[src/mic_pkg.sv]
// constants for the miscellaneous irq, clock and spi control block
// Summary of operation
// [RULE1] register 1 bits 7:6 set group one sensitivity, four-way encoding
// [RULE2] register 1 bits 4:3 set group zero sensitivity, same encoding
// [RULE3] sensitivity fields accept writes only while both cpu mask bits are one
// [RULE4] group one from port b, group zero from port a, port c optional
// [RULE5] register 1 bit 5 drives cpu clock onto clock out pin
// [RULE6] slow mode divides oscillator clock by 2, 4, 8 or 16
// [RULE7] register 1 bit 0 selects normal or slow clock mode
// [RULE8] register 2 bits 7:4 reserved, always read zero
// [RULE9] register 2 bit 3 suppresses spi master data output
// [RULE10] register 2 bit 2 suppresses spi slave data output
// [RULE11] register 2 bit 1 selects slave select from pin or bit 0
// [RULE12] internal select source releases the slave select pin for gpio
// [RULE13] reset clears every field of both registers
// [RULE14] software uses only one copy of the spi pin control bits
// [RULE15] one setting per group for all lines, groups independent
// [RULE16] blocked sensitivity write keeps field, other bits still update
// [RULE17] edges found by comparing samples; low level requests every cycle
package mic_pkg;
  localparam logic [7:0] MIC_CTRL_OFFS     = 8'h20;
  localparam logic [7:0] MIC_SPI_OFFS      = 8'h40;
  localparam logic [7:0] MIC_IRQ_STAT_OFFS = 8'h60;
  localparam logic [7:0] MIC_IRQ_MASK_OFFS = 8'h61;
  localparam logic [7:0] MIC_CTRL_RST      = 8'h00;
  localparam logic [3:0] MIC_SPI_RST       = 4'h0;
  localparam int G1_SENSE_POS = 6;
  localparam int CLK_OUT_POS  = 5;
  localparam int G0_SENSE_POS = 3;
  localparam int DIV_POS      = 1;
  localparam int SLOW_POS     = 0;
  localparam int MOSI_DIS_POS = 3;
  localparam int MISO_DIS_POS = 2;
  localparam int SS_OVR_POS   = 1;
  localparam int SS_LVL_POS   = 0;
  typedef enum logic [1:0] {
    MIC_FALL_LOW = 2'b00,
    MIC_RISE     = 2'b01,
    MIC_FALL     = 2'b10,
    MIC_BOTH     = 2'b11
  } mic_sense_t;
  localparam logic [4:0] MIC_DIV2_HALF  = 5'h00;
  localparam logic [4:0] MIC_DIV4_HALF  = 5'h01;
  localparam logic [4:0] MIC_DIV8_HALF  = 5'h03;
  localparam logic [4:0] MIC_DIV16_HALF = 5'h07;
endpackage : mic_pkg

[src/mic_misc_ctrl.sv]
// miscellaneous control registers: irq sensitivity, cpu clock, spi overrides
`timescale 1ns/1ps
module mic_misc_ctrl
  import mic_pkg::*;
#(
  parameter int PA_W = 8,
  parameter int PB_W = 8,
  parameter int PC_W = 6
) (
  input  wire logic            clk_in,
  input  wire logic            rst_in,
  input  wire logic [7:0]      addr_in,
  input  wire logic [7:0]      wdata_in,
  input  wire logic            wr_in,
  input  wire logic            rd_in,
  output logic      [7:0]      rdata_out,
  input  wire logic [1:0]      cpu_irq_mask_in,
  input  wire logic            irq_source_route_option_in,
  input  wire logic            port_c_to_group_one_in,
  input  wire logic [PA_W-1:0] port_a_in,
  input  wire logic [PB_W-1:0] port_b_in,
  input  wire logic [PC_W-1:0] port_c_in,
  output logic                 ext_irq_group_one_out,
  output logic                 ext_irq_group_zero_out,
  output logic                 cpu_clk_en_out,
  output logic                 clock_out_pin_out,
  output logic                 clock_out_pin_oe_n_out,
  input  wire logic            spi_mosi_in,
  input  wire logic            spi_mosi_oe_n_in,
  input  wire logic            spi_miso_in,
  input  wire logic            spi_miso_oe_n_in,
  output logic                 mosi_pin_out,
  output logic                 mosi_pin_oe_n_out,
  output logic                 miso_pin_out,
  output logic                 miso_pin_oe_n_out,
  input  wire logic            slave_select_pin_in,
  output logic                 spi_select_n_out,
  output logic                 slave_select_pin_free_out,
  output logic                 irq_out
);
  localparam int NL = PA_W + PB_W + PC_W;

  logic [7:0]      ctrl_reg;
  logic [3:0]      spi_reg;
  logic [1:0]      stat_reg;
  logic [1:0]      mask_reg;
  logic [NL-1:0]   pin_s1_reg, pin_s2_reg, pin_prev_reg;
  logic            ss_s1_reg, ss_s2_reg;
  logic [4:0]      div_cnt_reg;
  logic            div_phase_reg;
  logic [4:0]      half_limit;
  logic            cpu_tick;
  logic            masked;
  logic            wr_ctrl;
  logic [NL-1:0]   pin_now, rise, fall, req;
  logic [NL-1:0]   in_g1, in_g0;
  logic            g1_hit, g0_hit;
  mic_sense_t      g1_sense, g0_sense;
  logic [7:0]      rdata_next;

  assign masked   = &cpu_irq_mask_in;
  assign wr_ctrl  = wr_in && (addr_in == MIC_CTRL_OFFS);
  assign g1_sense = mic_sense_t'(ctrl_reg[G1_SENSE_POS +: 2]);
  assign g0_sense = mic_sense_t'(ctrl_reg[G0_SENSE_POS +: 2]);

  // control register write, sense fields guarded
  always_ff @(posedge clk_in) begin
    if (rst_in) begin
      // [RULE13] reset clears fields
      ctrl_reg <= MIC_CTRL_RST;
    end else if (wr_ctrl) begin
      // [RULE16] other bits always update
      ctrl_reg[CLK_OUT_POS] <= wdata_in[CLK_OUT_POS];
      ctrl_reg[DIV_POS +: 2] <= wdata_in[DIV_POS +: 2];
      ctrl_reg[SLOW_POS] <= wdata_in[SLOW_POS];
      // [RULE3] write only when masked
      if (masked) begin
        // [RULE1] group one sense field
        ctrl_reg[G1_SENSE_POS +: 2] <= wdata_in[G1_SENSE_POS +: 2];
        // [RULE2] group zero sense field
        ctrl_reg[G0_SENSE_POS +: 2] <= wdata_in[G0_SENSE_POS +: 2];
      end
    end
  end

  // spi override register
  always_ff @(posedge clk_in) begin
    if (rst_in) begin
      spi_reg <= MIC_SPI_RST;
    end else if (wr_in && (addr_in == MIC_SPI_OFFS)) begin
      spi_reg <= wdata_in[3:0];
    end
  end

  // slow clock divider half periods
  always_comb begin
    unique case (ctrl_reg[DIV_POS +: 2])
      2'b00: half_limit = MIC_DIV2_HALF;
      2'b10: half_limit = MIC_DIV4_HALF;
      2'b01: half_limit = MIC_DIV8_HALF;
      2'b11: half_limit = MIC_DIV16_HALF;
    endcase
  end

  // divider counter and phase of the cpu clock
  always_ff @(posedge clk_in) begin
    if (rst_in || !ctrl_reg[SLOW_POS]) begin
      div_cnt_reg   <= 5'h00;
      div_phase_reg <= 1'b0;
    end else if (div_cnt_reg >= half_limit) begin
      div_cnt_reg   <= 5'h00;
      div_phase_reg <= ~div_phase_reg;
    end else begin
      div_cnt_reg <= div_cnt_reg + 5'h01;
    end
  end

  // [RULE7] normal mode ticks every cycle
  // [RULE6] slow mode ticks once per divided period
  assign cpu_tick = !ctrl_reg[SLOW_POS] ||
                    (div_phase_reg && (div_cnt_reg >= half_limit));

  // cpu clock enable and clock out pin
  always_ff @(posedge clk_in) begin
    if (rst_in) begin
      cpu_clk_en_out         <= 1'b0;
      clock_out_pin_out      <= 1'b0;
      clock_out_pin_oe_n_out <= 1'b1;
    end else begin
      cpu_clk_en_out <= cpu_tick;
      // [RULE5] cpu clock on pin when enabled
      clock_out_pin_oe_n_out <= !ctrl_reg[CLK_OUT_POS];
      clock_out_pin_out      <= ctrl_reg[SLOW_POS] ? div_phase_reg : ~clock_out_pin_out;
    end
  end

  // pin synchronisers
  always_ff @(posedge clk_in) begin
    if (rst_in) begin
      pin_s1_reg <= '1;
      pin_s2_reg <= '1;
      ss_s1_reg  <= 1'b1;
      ss_s2_reg  <= 1'b1;
    end else begin
      pin_s1_reg <= {port_c_in, port_b_in, port_a_in};
      pin_s2_reg <= pin_s1_reg;
      ss_s1_reg  <= slave_select_pin_in;
      ss_s2_reg  <= ss_s1_reg;
    end
  end

  // previous sample taken on the cpu clock
  always_ff @(posedge clk_in) begin
    if (rst_in) begin
      pin_prev_reg <= '1;
    end else if (cpu_tick) begin
      pin_prev_reg <= pin_s2_reg;
    end
  end

  // [RULE17] compare sample with previous one
  assign pin_now = pin_s2_reg;
  assign rise    = pin_now & ~pin_prev_reg;
  assign fall    = ~pin_now & pin_prev_reg;

  // [RULE4] group membership of the lines
  always_comb begin
    in_g1 = '0;
    in_g0 = '0;
    in_g0[PA_W-1:0] = '1;
    in_g1[PA_W +: PB_W] = '1;
    if (irq_source_route_option_in) begin
      if (port_c_to_group_one_in) begin
        in_g1[PA_W+PB_W +: PC_W] = '1;
      end else begin
        in_g0[PA_W+PB_W +: PC_W] = '1;
      end
    end
  end

  // [RULE15] one setting per group
  always_comb begin
    for (int i = 0; i < NL; i++) begin
      unique case (in_g1[i] ? g1_sense : g0_sense)
        MIC_FALL_LOW: req[i] = fall[i] | ~pin_now[i];
        MIC_RISE:     req[i] = rise[i];
        MIC_FALL:     req[i] = fall[i];
        MIC_BOTH:     req[i] = rise[i] | fall[i];
      endcase
    end
  end

  assign g1_hit = cpu_tick && |(req & in_g1);
  assign g0_hit = cpu_tick && |(req & in_g0);

  // group request pulses toward the cpu
  always_ff @(posedge clk_in) begin
    if (rst_in) begin
      ext_irq_group_one_out  <= 1'b0;
      ext_irq_group_zero_out <= 1'b0;
    end else begin
      ext_irq_group_one_out  <= g1_hit;
      ext_irq_group_zero_out <= g0_hit;
    end
  end

  // sticky status, set beats write-one clear
  always_ff @(posedge clk_in) begin
    if (rst_in) begin
      stat_reg <= 2'b00;
    end else begin
      stat_reg <= (stat_reg & ~((wr_in && addr_in == MIC_IRQ_STAT_OFFS) ? wdata_in[1:0] : 2'b00))
                  | {g1_hit, g0_hit};
    end
  end

  // interrupt mask
  always_ff @(posedge clk_in) begin
    if (rst_in) begin
      mask_reg <= 2'b00;
    end else if (wr_in && addr_in == MIC_IRQ_MASK_OFFS) begin
      mask_reg <= wdata_in[1:0];
    end
  end

  always_ff @(posedge clk_in) begin
    if (rst_in) begin
      irq_out <= 1'b0;
    end else begin
      irq_out <= |(stat_reg & mask_reg);
    end
  end

  // spi pin gating
  always_ff @(posedge clk_in) begin
    if (rst_in) begin
      mosi_pin_out              <= 1'b0;
      mosi_pin_oe_n_out         <= 1'b1;
      miso_pin_out              <= 1'b0;
      miso_pin_oe_n_out         <= 1'b1;
      spi_select_n_out          <= 1'b1;
      slave_select_pin_free_out <= 1'b0;
    end else begin
      mosi_pin_out <= spi_mosi_in;
      miso_pin_out <= spi_miso_in;
      // [RULE9] master output suppressed
      mosi_pin_oe_n_out <= spi_mosi_oe_n_in | spi_reg[MOSI_DIS_POS];
      // [RULE10] slave output suppressed
      miso_pin_oe_n_out <= spi_miso_oe_n_in | spi_reg[MISO_DIS_POS];
      // [RULE11] select level source
      spi_select_n_out <= spi_reg[SS_OVR_POS] ? spi_reg[SS_LVL_POS] : ss_s2_reg;
      // [RULE12] pin released for gpio
      slave_select_pin_free_out <= spi_reg[SS_OVR_POS];
    end
  end

  // read mux
  always_comb begin
    unique case (addr_in)
      MIC_CTRL_OFFS:     rdata_next = ctrl_reg;
      // [RULE8] upper bits read zero
      MIC_SPI_OFFS:      rdata_next = {4'h0, spi_reg};
      MIC_IRQ_STAT_OFFS: rdata_next = {6'h00, stat_reg};
      MIC_IRQ_MASK_OFFS: rdata_next = {6'h00, mask_reg};
      default:           rdata_next = 8'h00;
    endcase
  end

  always_ff @(posedge clk_in) begin
    if (rst_in) begin
      rdata_out <= 8'h00;
    end else if (rd_in) begin
      rdata_out <= rdata_next;
    end else begin
      rdata_out <= 8'h00;
    end
  end

  // [RULE3] guarded field holds when unmasked
  sense_guard_a: assert property (@(posedge clk_in) disable iff (rst_in) // [RULE3]
    (wr_ctrl && !masked) |=> ctrl_reg[7:6] == $past(ctrl_reg[7:6]) && ctrl_reg[4:3] == $past(ctrl_reg[4:3]))
    else $error("sense field changed while unmasked");
  // [RULE16] other bits still written
  other_bits_a: assert property (@(posedge clk_in) disable iff (rst_in) // [RULE16]
    wr_ctrl |=> ctrl_reg[2:0] == $past(wdata_in[2:0]) && ctrl_reg[5] == $past(wdata_in[5]))
    else $error("unguarded bits not written");
  // [RULE1] group one field written when masked
  g1_write_a: assert property (@(posedge clk_in) disable iff (rst_in) // [RULE1]
    (wr_ctrl && masked) |=> ctrl_reg[7:6] == $past(wdata_in[7:6]))
    else $error("group one field not written");
  // [RULE8] reserved bits zero
  reserved_zero_a: assert property (@(posedge clk_in) disable iff (rst_in) // [RULE8]
    (rd_in && addr_in == MIC_SPI_OFFS) |=> rdata_out[7:4] == 4'h0)
    else $error("reserved bits nonzero");
  // [RULE9] mosi disabled
  mosi_off_a: assert property (@(posedge clk_in) disable iff (rst_in) // [RULE9]
    spi_reg[MOSI_DIS_POS] |=> mosi_pin_oe_n_out)
    else $error("mosi driven while disabled");
  // [RULE10] miso disabled
  miso_off_a: assert property (@(posedge clk_in) disable iff (rst_in) // [RULE10]
    spi_reg[MISO_DIS_POS] |=> miso_pin_oe_n_out)
    else $error("miso driven while disabled");
  // [RULE11] internal select level used
  ss_internal_a: assert property (@(posedge clk_in) disable iff (rst_in) // [RULE11]
    spi_reg[SS_OVR_POS] |=> spi_select_n_out == $past(spi_reg[SS_LVL_POS]))
    else $error("internal select level not used");
  // [RULE7] normal mode ticks each cycle
  normal_tick_a: assert property (@(posedge clk_in) disable iff (rst_in) // [RULE7]
    !ctrl_reg[SLOW_POS] |-> cpu_tick)
    else $error("normal mode missing tick");
  // [RULE6] divide by two spacing
  div2_tick_a: assert property (@(posedge clk_in) disable iff (rst_in) // [RULE6]
    (cpu_tick && ctrl_reg[2:0] == 3'b001) ##1 (ctrl_reg[2:0] == 3'b001) |-> !cpu_tick ##1 (ctrl_reg[2:0] != 3'b001 || cpu_tick))
    else $error("divide by two spacing wrong");
  // [RULE17] low level keeps requesting
  low_level_a: assert property (@(posedge clk_in) disable iff (rst_in) // [RULE17]
    (cpu_tick && g0_sense == MIC_FALL_LOW && !pin_now[0]) |=> ext_irq_group_zero_out)
    else $error("low level did not request");
  // [RULE5] clock pin enable follows bit
  clk_out_en_a: assert property (@(posedge clk_in) disable iff (rst_in) // [RULE5]
    ctrl_reg[CLK_OUT_POS] |=> !clock_out_pin_oe_n_out)
    else $error("clock out not enabled");

  masked_write_c: cover property (@(posedge clk_in) disable iff (rst_in) wr_ctrl && masked);
  slow16_c:       cover property (@(posedge clk_in) disable iff (rst_in) cpu_tick && ctrl_reg[2:0] == 3'b111);
  g1_irq_c:       cover property (@(posedge clk_in) disable iff (rst_in) g1_hit);
  irq_c:          cover property (@(posedge clk_in) disable iff (rst_in) irq_out);
endmodule : mic_misc_ctrl

[config.mk]
export PLATFORM = sky130hd
export DESIGN_NAME = mic_misc_ctrl
export DESIGN_NICKNAME = d
export VERILOG_FILES = /design/src/mic_pkg.sv /design/src/mic_misc_ctrl.sv
export SDC_FILE = /design/constraint.sdc
export NUM_CORES = 1
export LEC_CHECK = 0
export BUFFER_PORTS_ARGS = -buffer_cell sky130_fd_sc_hd__buf_4
export CORE_MARGIN = 5
export CORE_UTILIZATION = 34
export DETAILED_ROUTE_END_ITERATION = 16
export PLACE_DENSITY = 0.6
export SLEW_MARGIN = 20
export SYNTH_ARGS = -nofsm -noshare
export SYNTH_HDL_FRONTEND = slang
export SYNTH_SLANG_ARGS = --single-unit
[constraint.sdc]
create_clock -name clk_in -period 2.4 [get_ports clk_in]
set_input_delay 0.12 -clock clk_in [delete_from_list [all_inputs] [get_ports clk_in]]
set_output_delay 0.12 -clock clk_in [all_outputs]
set_load 0.005 [all_outputs]
==> flow_summary.ini, run 1 <==
[timing]
fin_skew_ns = 0.00751
clock.fmax_mhz = 459
rsz0062_at_grt = no
setup-tns-final_ns = 0
finalHoldViolCount = 0
fin_crit_sh_pct = 90.7
relSlewSlack_pct = 65.0
min_period_ns = 2.18
maxSlewViolCount = 0
setup_viol = 0
worst_pin_slew_ns = 0.523

[setup_path]
reg2reg_from = ctrl_reg[1]
cp_cell_sequence = or2_2 > ha_1 > nand2b_1 > a21oi_1 > o211ai_1 > a21o_2 > o21ba_1
ff2ff_path_depth = 7
cp_slowest_cell = a21o_2
arrival_ns = 2.41
path_max_fanout = 23
cp-end-kind = flip-flop
critPathLaunchType = flip-flop
slowest_delay_ns = 0.46
critical_path_class = flip-flop to flip-flop
r2r-end = div_phase_reg
required_ns = 2.64
r2r_setup_slack_ns = 0.22

[clock_tree]
cts_buffers = 9
clockRootBuffer = clkbuf_16
clk_latency_ns = 0.34
clk_pin_slew_ns = 0.08
cts_sinks = 110
tritoncts = done
clockBufferDepth = 2
htreeDepth = 3

[placed_design]
dp_hpwl_mm = 5.98
io_buffer_count = 70
routabilityCongestion = 0.798

[route]
vias = 3138
firstDrtPassIters = 4
drc = 0
vias_per_cell = 4.74
avgRoutedWirePerCell_um = 12.4
drt-total-wl_mm = 8.21
ant_nets = 0
drt_iter0_drc = 130

[power]
ir_drop_mv = 0.356
p_leak_nw = 2.37
power_density_nw_per_um2 = 700
total_power_mw = 3.82

[logic_synthesis]
synth_top_family_by_area = simple AND/OR/NAND/NOR gates
ys_warn_count = 0
async_flop_share_pct = 0
synth-adder-area-share_pct = 3.89
synth.yosys.seq_area_share_pct = 52.7
synth_enable_flop_cells = 0
syn_nets = 477
ys_seq_elements = 110
netlist_area_um2 = 4180
yosysTopAreaCellShare_pct = 52.7
post-synth-top-area-cell = dfxtp_1
yosys-mux-area-fraction_pct = 3.11
synth_xor_area_share_pct = 0.419
avgSynthCellArea_um2 = 10.1
yosysUniqueCellTypes = 45
synthFlopType = dfxtp_1
synthSimpleGateAreaFrac_pct = 19.7
ys_top_cells_by_area = dfxtp_1 53%, or2_2 6.7%, o22a_1 5.0%, ha_1 3.9%, inv_1 3.4%
syn_inst = 413
synth-compound-area-share_pct = 14.9

[layout]
antenna_cells = 0
final_util_pct = 45.5
syn2layout_area_growth_pct = 30.7
multi_input_area_um2 = 1760
fillers = 1133
drive_gt1_share_pct = 27.6
final_cell_mix = 110 x dfxtp_1, 74 x buf_4, 45 x or2_2
seq_area_um2 = 2200
final_common_cell = dfxtp_1
final_nets = 574

[min_path]
holdPathEnd = ctrl_reg[4]
hold_path_depth = 3
hold_start = wdata_in[4]
min_path_type = input pin to flip-flop

[floorplan]
die_x_um = 121
start_util_pct = 34.8
coreArea_um2 = 12000
dieArea_um2 = 14600
die_y_um = 121
io_pins = 71
fp-row-count = 40

[global_routing]
antenna_found_initial = 0
grt_first_pass_wirelength_mm = 13.8
grt_pass1_vias = 3011
overflow = 0
grt_max_degree = 45
grt_util_all_layers_pct = 11.7

[run_status]
status = complete, no violations

[job]
cap_violations = 0
[metal layers]
layer / up-vias / GRT usage, % / part of all wire (%)
met4: 0 / 4.67 / 1.7
met3: 8 / 3.73 / 5.1
met1: 1455 / 14.8 / 49
met2: 64 / 18.7 / 45
met5: - / 0 / 0
li1: 1611 / - / -
[stage by stage]
stage | cells | hold slack [ns] | setup slack, ns | instance area, um^2
after floorplan | 413 | 0.217 | 0.375 | 4180
after global placement | 619 | 0.303 | 0.0827 | 4850
after detailed placement | 619 | 0.304 | 0.0397 | 4850
after CTS | 662 | 0.00242 | 0.0204 | 5460
after global routing | 662 | 0.0199 | 0.0720 | 5460
final | 662 | 0.0163 | 0.223 | 5460
[power breakdown]
group          total [mW]  leakage [nW]  switching, mW  internal [mW]
sequential           1.91         0.904         0.0306           1.88
combinational       0.278          1.30          0.110          0.167
clock                1.63         0.162          0.690          0.939
total                3.82          2.37          0.831           2.99
[worst max-delay path by stage]
stage,slack (ns),cells after the start,from,to
global placement,0.08,7,ctrl_reg[1],div_phase_reg
detailed placement,0.04,7,ctrl_reg[1],div_phase_reg
CTS,0.02,7,ctrl_reg[1],div_phase_reg
global route,0.07,7,ctrl_reg[1],div_phase_reg
finish,0.22,7,ctrl_reg[1],div_phase_reg
floorplan,0.37,8,ctrl_reg[1],pin_prev_reg[2]
[logic make-up after synthesis]
group,count (synthesis)
buffers and inverters,54
other,1
flip-flops,110
AND/OR/NAND/NOR,137
multiplexers,13
AO/OA/AOI/OAI,83
XOR/XNOR,2
adder cells (fa/ha/maj),13
[final cells by class]
| type | count | share of cell area [%] |
|---|---|---|
| timing repair buffer | 101 | 15.1 |
| clock buffer | 9 | 4.12 |
| clock inverter | 7 | 2.15 |
| multi-input combinational | 249 | 32.2 |
| tap | 147 | 3.37 |
| sequential | 110 | 40.3 |
| inverter | 39 | 2.68 |
[cells in the mapped netlist (all sizes together) (5+ instances only)]
cell type and number:
a21oi 15, a22oi 10, and3 7, clkbuf 13, dfxtp 110, ha 13, inv 39, mux2i 13
nand2 14, nand2b 10, nand3 8, nor2 21, nor2b 13, o21ai 5, o22a 24, o22ai 9
or2 50
[critical path, delay by kind of cell (launching register included)]
kind,cells,cell delay [ns]
AOI/OAI and AO/OA,4,1.06
adders and majority gates,1,0.27
DFF,1,0.34
and+or+nand+nor,2,0.39
[repair_timing]
item | 4_1_cts | 5_1_grt
setup endpoints to repair | 0 | 23
hold endpoints to repair | 27 | 0
hold buffers | 27 | 0
setup buffers | 0 | 0
gates resized for setup | 0 | 1
Power figures use the tool's default switching activity.
==> inputs of run 2 (changes only) <==
==> constraint.sdc (replaced) <==
create_clock -name clk_in -period 2.07 [get_ports clk_in]
set_input_delay 0.1035 -clock clk_in [delete_from_list [all_inputs] [get_ports clk_in]]
set_output_delay 0.1035 -clock clk_in [all_outputs]
set_load 0.005 [all_outputs]
==> run 2 against run 1 <==
Effect of this change:
- sequential share of layout area fell by 0.91 points
- clock-buffer cell count unchanged
- final cell count up 1.7%
- register-to-register slack got worse by 0.16 ns
- largest cell class unchanged
==> flow_summary.ini, run 2 (synthesis results as in run 1) <==
[route]
firstDrtPassIters = 5
vias = 3226
ant_nets = 0
drt-total-wl_mm = 8.75
drt_iter0_drc = 248
drc = 0
vias_per_cell = 4.79
avgRoutedWirePerCell_um = 13.0

[global_routing]
overflow = 0
grt_util_all_layers_pct = 11.9
grt_pass1_vias = 3090
grt_max_degree = 47
antenna_found_initial = 0
grt_first_pass_wirelength_mm = 14.4

[timing]
setup-tns-final_ns = 0
rsz0062_at_grt = no
setup_ws_ns = 0.0612
fin_crit_sh_pct = 97.0
clock.fmax_mhz = 498
maxSlewViolCount = 0
min_period_ns = 2.01
fin_skew_ns = 0.0129
finalHoldViolCount = 0
setup_viol = 0

[power]
ir_drop_mv = 0.360
total_power_mw = 4.40
p_leak_nw = 2.45
power_density_nw_per_um2 = 788

[setup_path]
required_ns = 2.29
path_max_fanout = 6
arrival_ns = 2.23
cp-end-kind = flip-flop
critical_path_class = flip-flop to flip-flop
critPathLaunchType = flip-flop

[job]
cap_violations = 0

[placed_design]
placed_cell_area_um2 = 4910
routabilityCongestion = 0.843
dp_slack_ns = 0.0556
dp_hpwl_mm = 6.14
io_buffer_count = 70

[clock_tree]
cts_buffers = 9
tritoncts = done
clk_latency_ns = 0.34
clk_pin_slew_ns = 0.08
htreeDepth = 3
clockBufferDepth = 2
clockRootBuffer = clkbuf_16
cts_sinks = 110

[floorplan]
dieArea_um2 = 14600
fp-row-count = 40
coreArea_um2 = 12000
die_x_um = 121
io_pins = 71
die_y_um = 121
start_util_pct = 34.8

[min_path]
min_path_type = input pin to flip-flop

[layout]
final_nets = 585
antenna_cells = 0
final_common_cell = dfxtp_1
drive_gt1_share_pct = 29.8
stdcell_area_um2 = 5590
final_util_pct = 46.5
fillers = 1127
syn2layout_area_growth_pct = 33.8
final_cell_mix = 109 x dfxtp_1, 82 x buf_4, 44 x or2_2

[run_status]
status = complete, no violations
-- run 2: cell count changes in the layout (fill, tap and decap cells not counted), sizes merged --
cell and change:
clkinvlp -1, buf +10, inv +2, clkbuf +1
clkinv -1
-- run 2: timing repair --
item / CTS / global route
setup endpoints to repair: 0 / 24
setup buffers: 0 / 2
gates resized for setup: 0 / 6
hold buffers: 27 / 0
endpoints found under the hold margin: 27 / 0
-- run 2: stage by stage --
stage / hold WS, ns / cells
2_1_floorplan: 0.201 / 413
3_3_place_gp: 0.286 / 626
3_5_place_dp: 0.287 / 626
4_1_cts: 0.00426 / 669
5_1_grt: 0.0257 / 673
6_report: 0.0118 / 673
-- run 2: worst paths after layout --
path / startpoint / to / slack (ns) / cells past startpoint
worst max register to register: ctrl_reg[1] / pin_prev_reg[7] / 0.06 / 8
worst min register to register: pin_s1_reg[21] / pin_now[21] / 0.41 / 1
worst max-delay path: ctrl_reg[1] / pin_prev_reg[7] / 0.06 / 8
worst min-delay path: wdata_in[7] / ctrl_reg[7] / 0.01 / 3
-- run 2: final cells by class --
| cell class | count | area, um^2 | area share (%) |
|---|---|---|---|
| inverter | 39 | 146 | 2.62 |
| sequential | 110 | 2200 | 39.4 |
| multi-input combinational | 249 | 1790 | 32.0 |
| tap | 147 | 184 | 3.29 |
| timing repair buffer | 112 | 942 | 16.9 |
| clock inverter | 7 | 103 | 1.84 |
| clock buffer | 9 | 225 | 4.03 |
-- run 2: power breakdown --
| group | switching (mW) | internal (mW) | total [mW] |
|---|---|---|---|
| Combinational | 0.130 | 0.195 | 0.325 |
| Clock | 0.776 | 1.08 | 1.86 |
| Sequential | 0.0363 | 2.18 | 2.22 |
-- run 2: critical path, cell delays in order, from the launching register on --
cell	delay, ns
dfxtp_2	0.32
or2_4	0.25
ha_4	0.20
nand2b_4	0.13
a21oi_2	0.15
o211ai_1	0.17
a21o_2	0.30
clkbuf_16	0.17
o22a_1	0.19
-- run 2: per-layer routing --
layer	up-vias	share of wire (%)	routed length (um)	GRT usage [%]
li1	1631	-	-	-
met1	1499	48	4190	16.5
met2	94	46	3990	18.7
met3	2	5.8	506	2.80
met4	0	0.66	58	3.26
met5	-	0	0	0
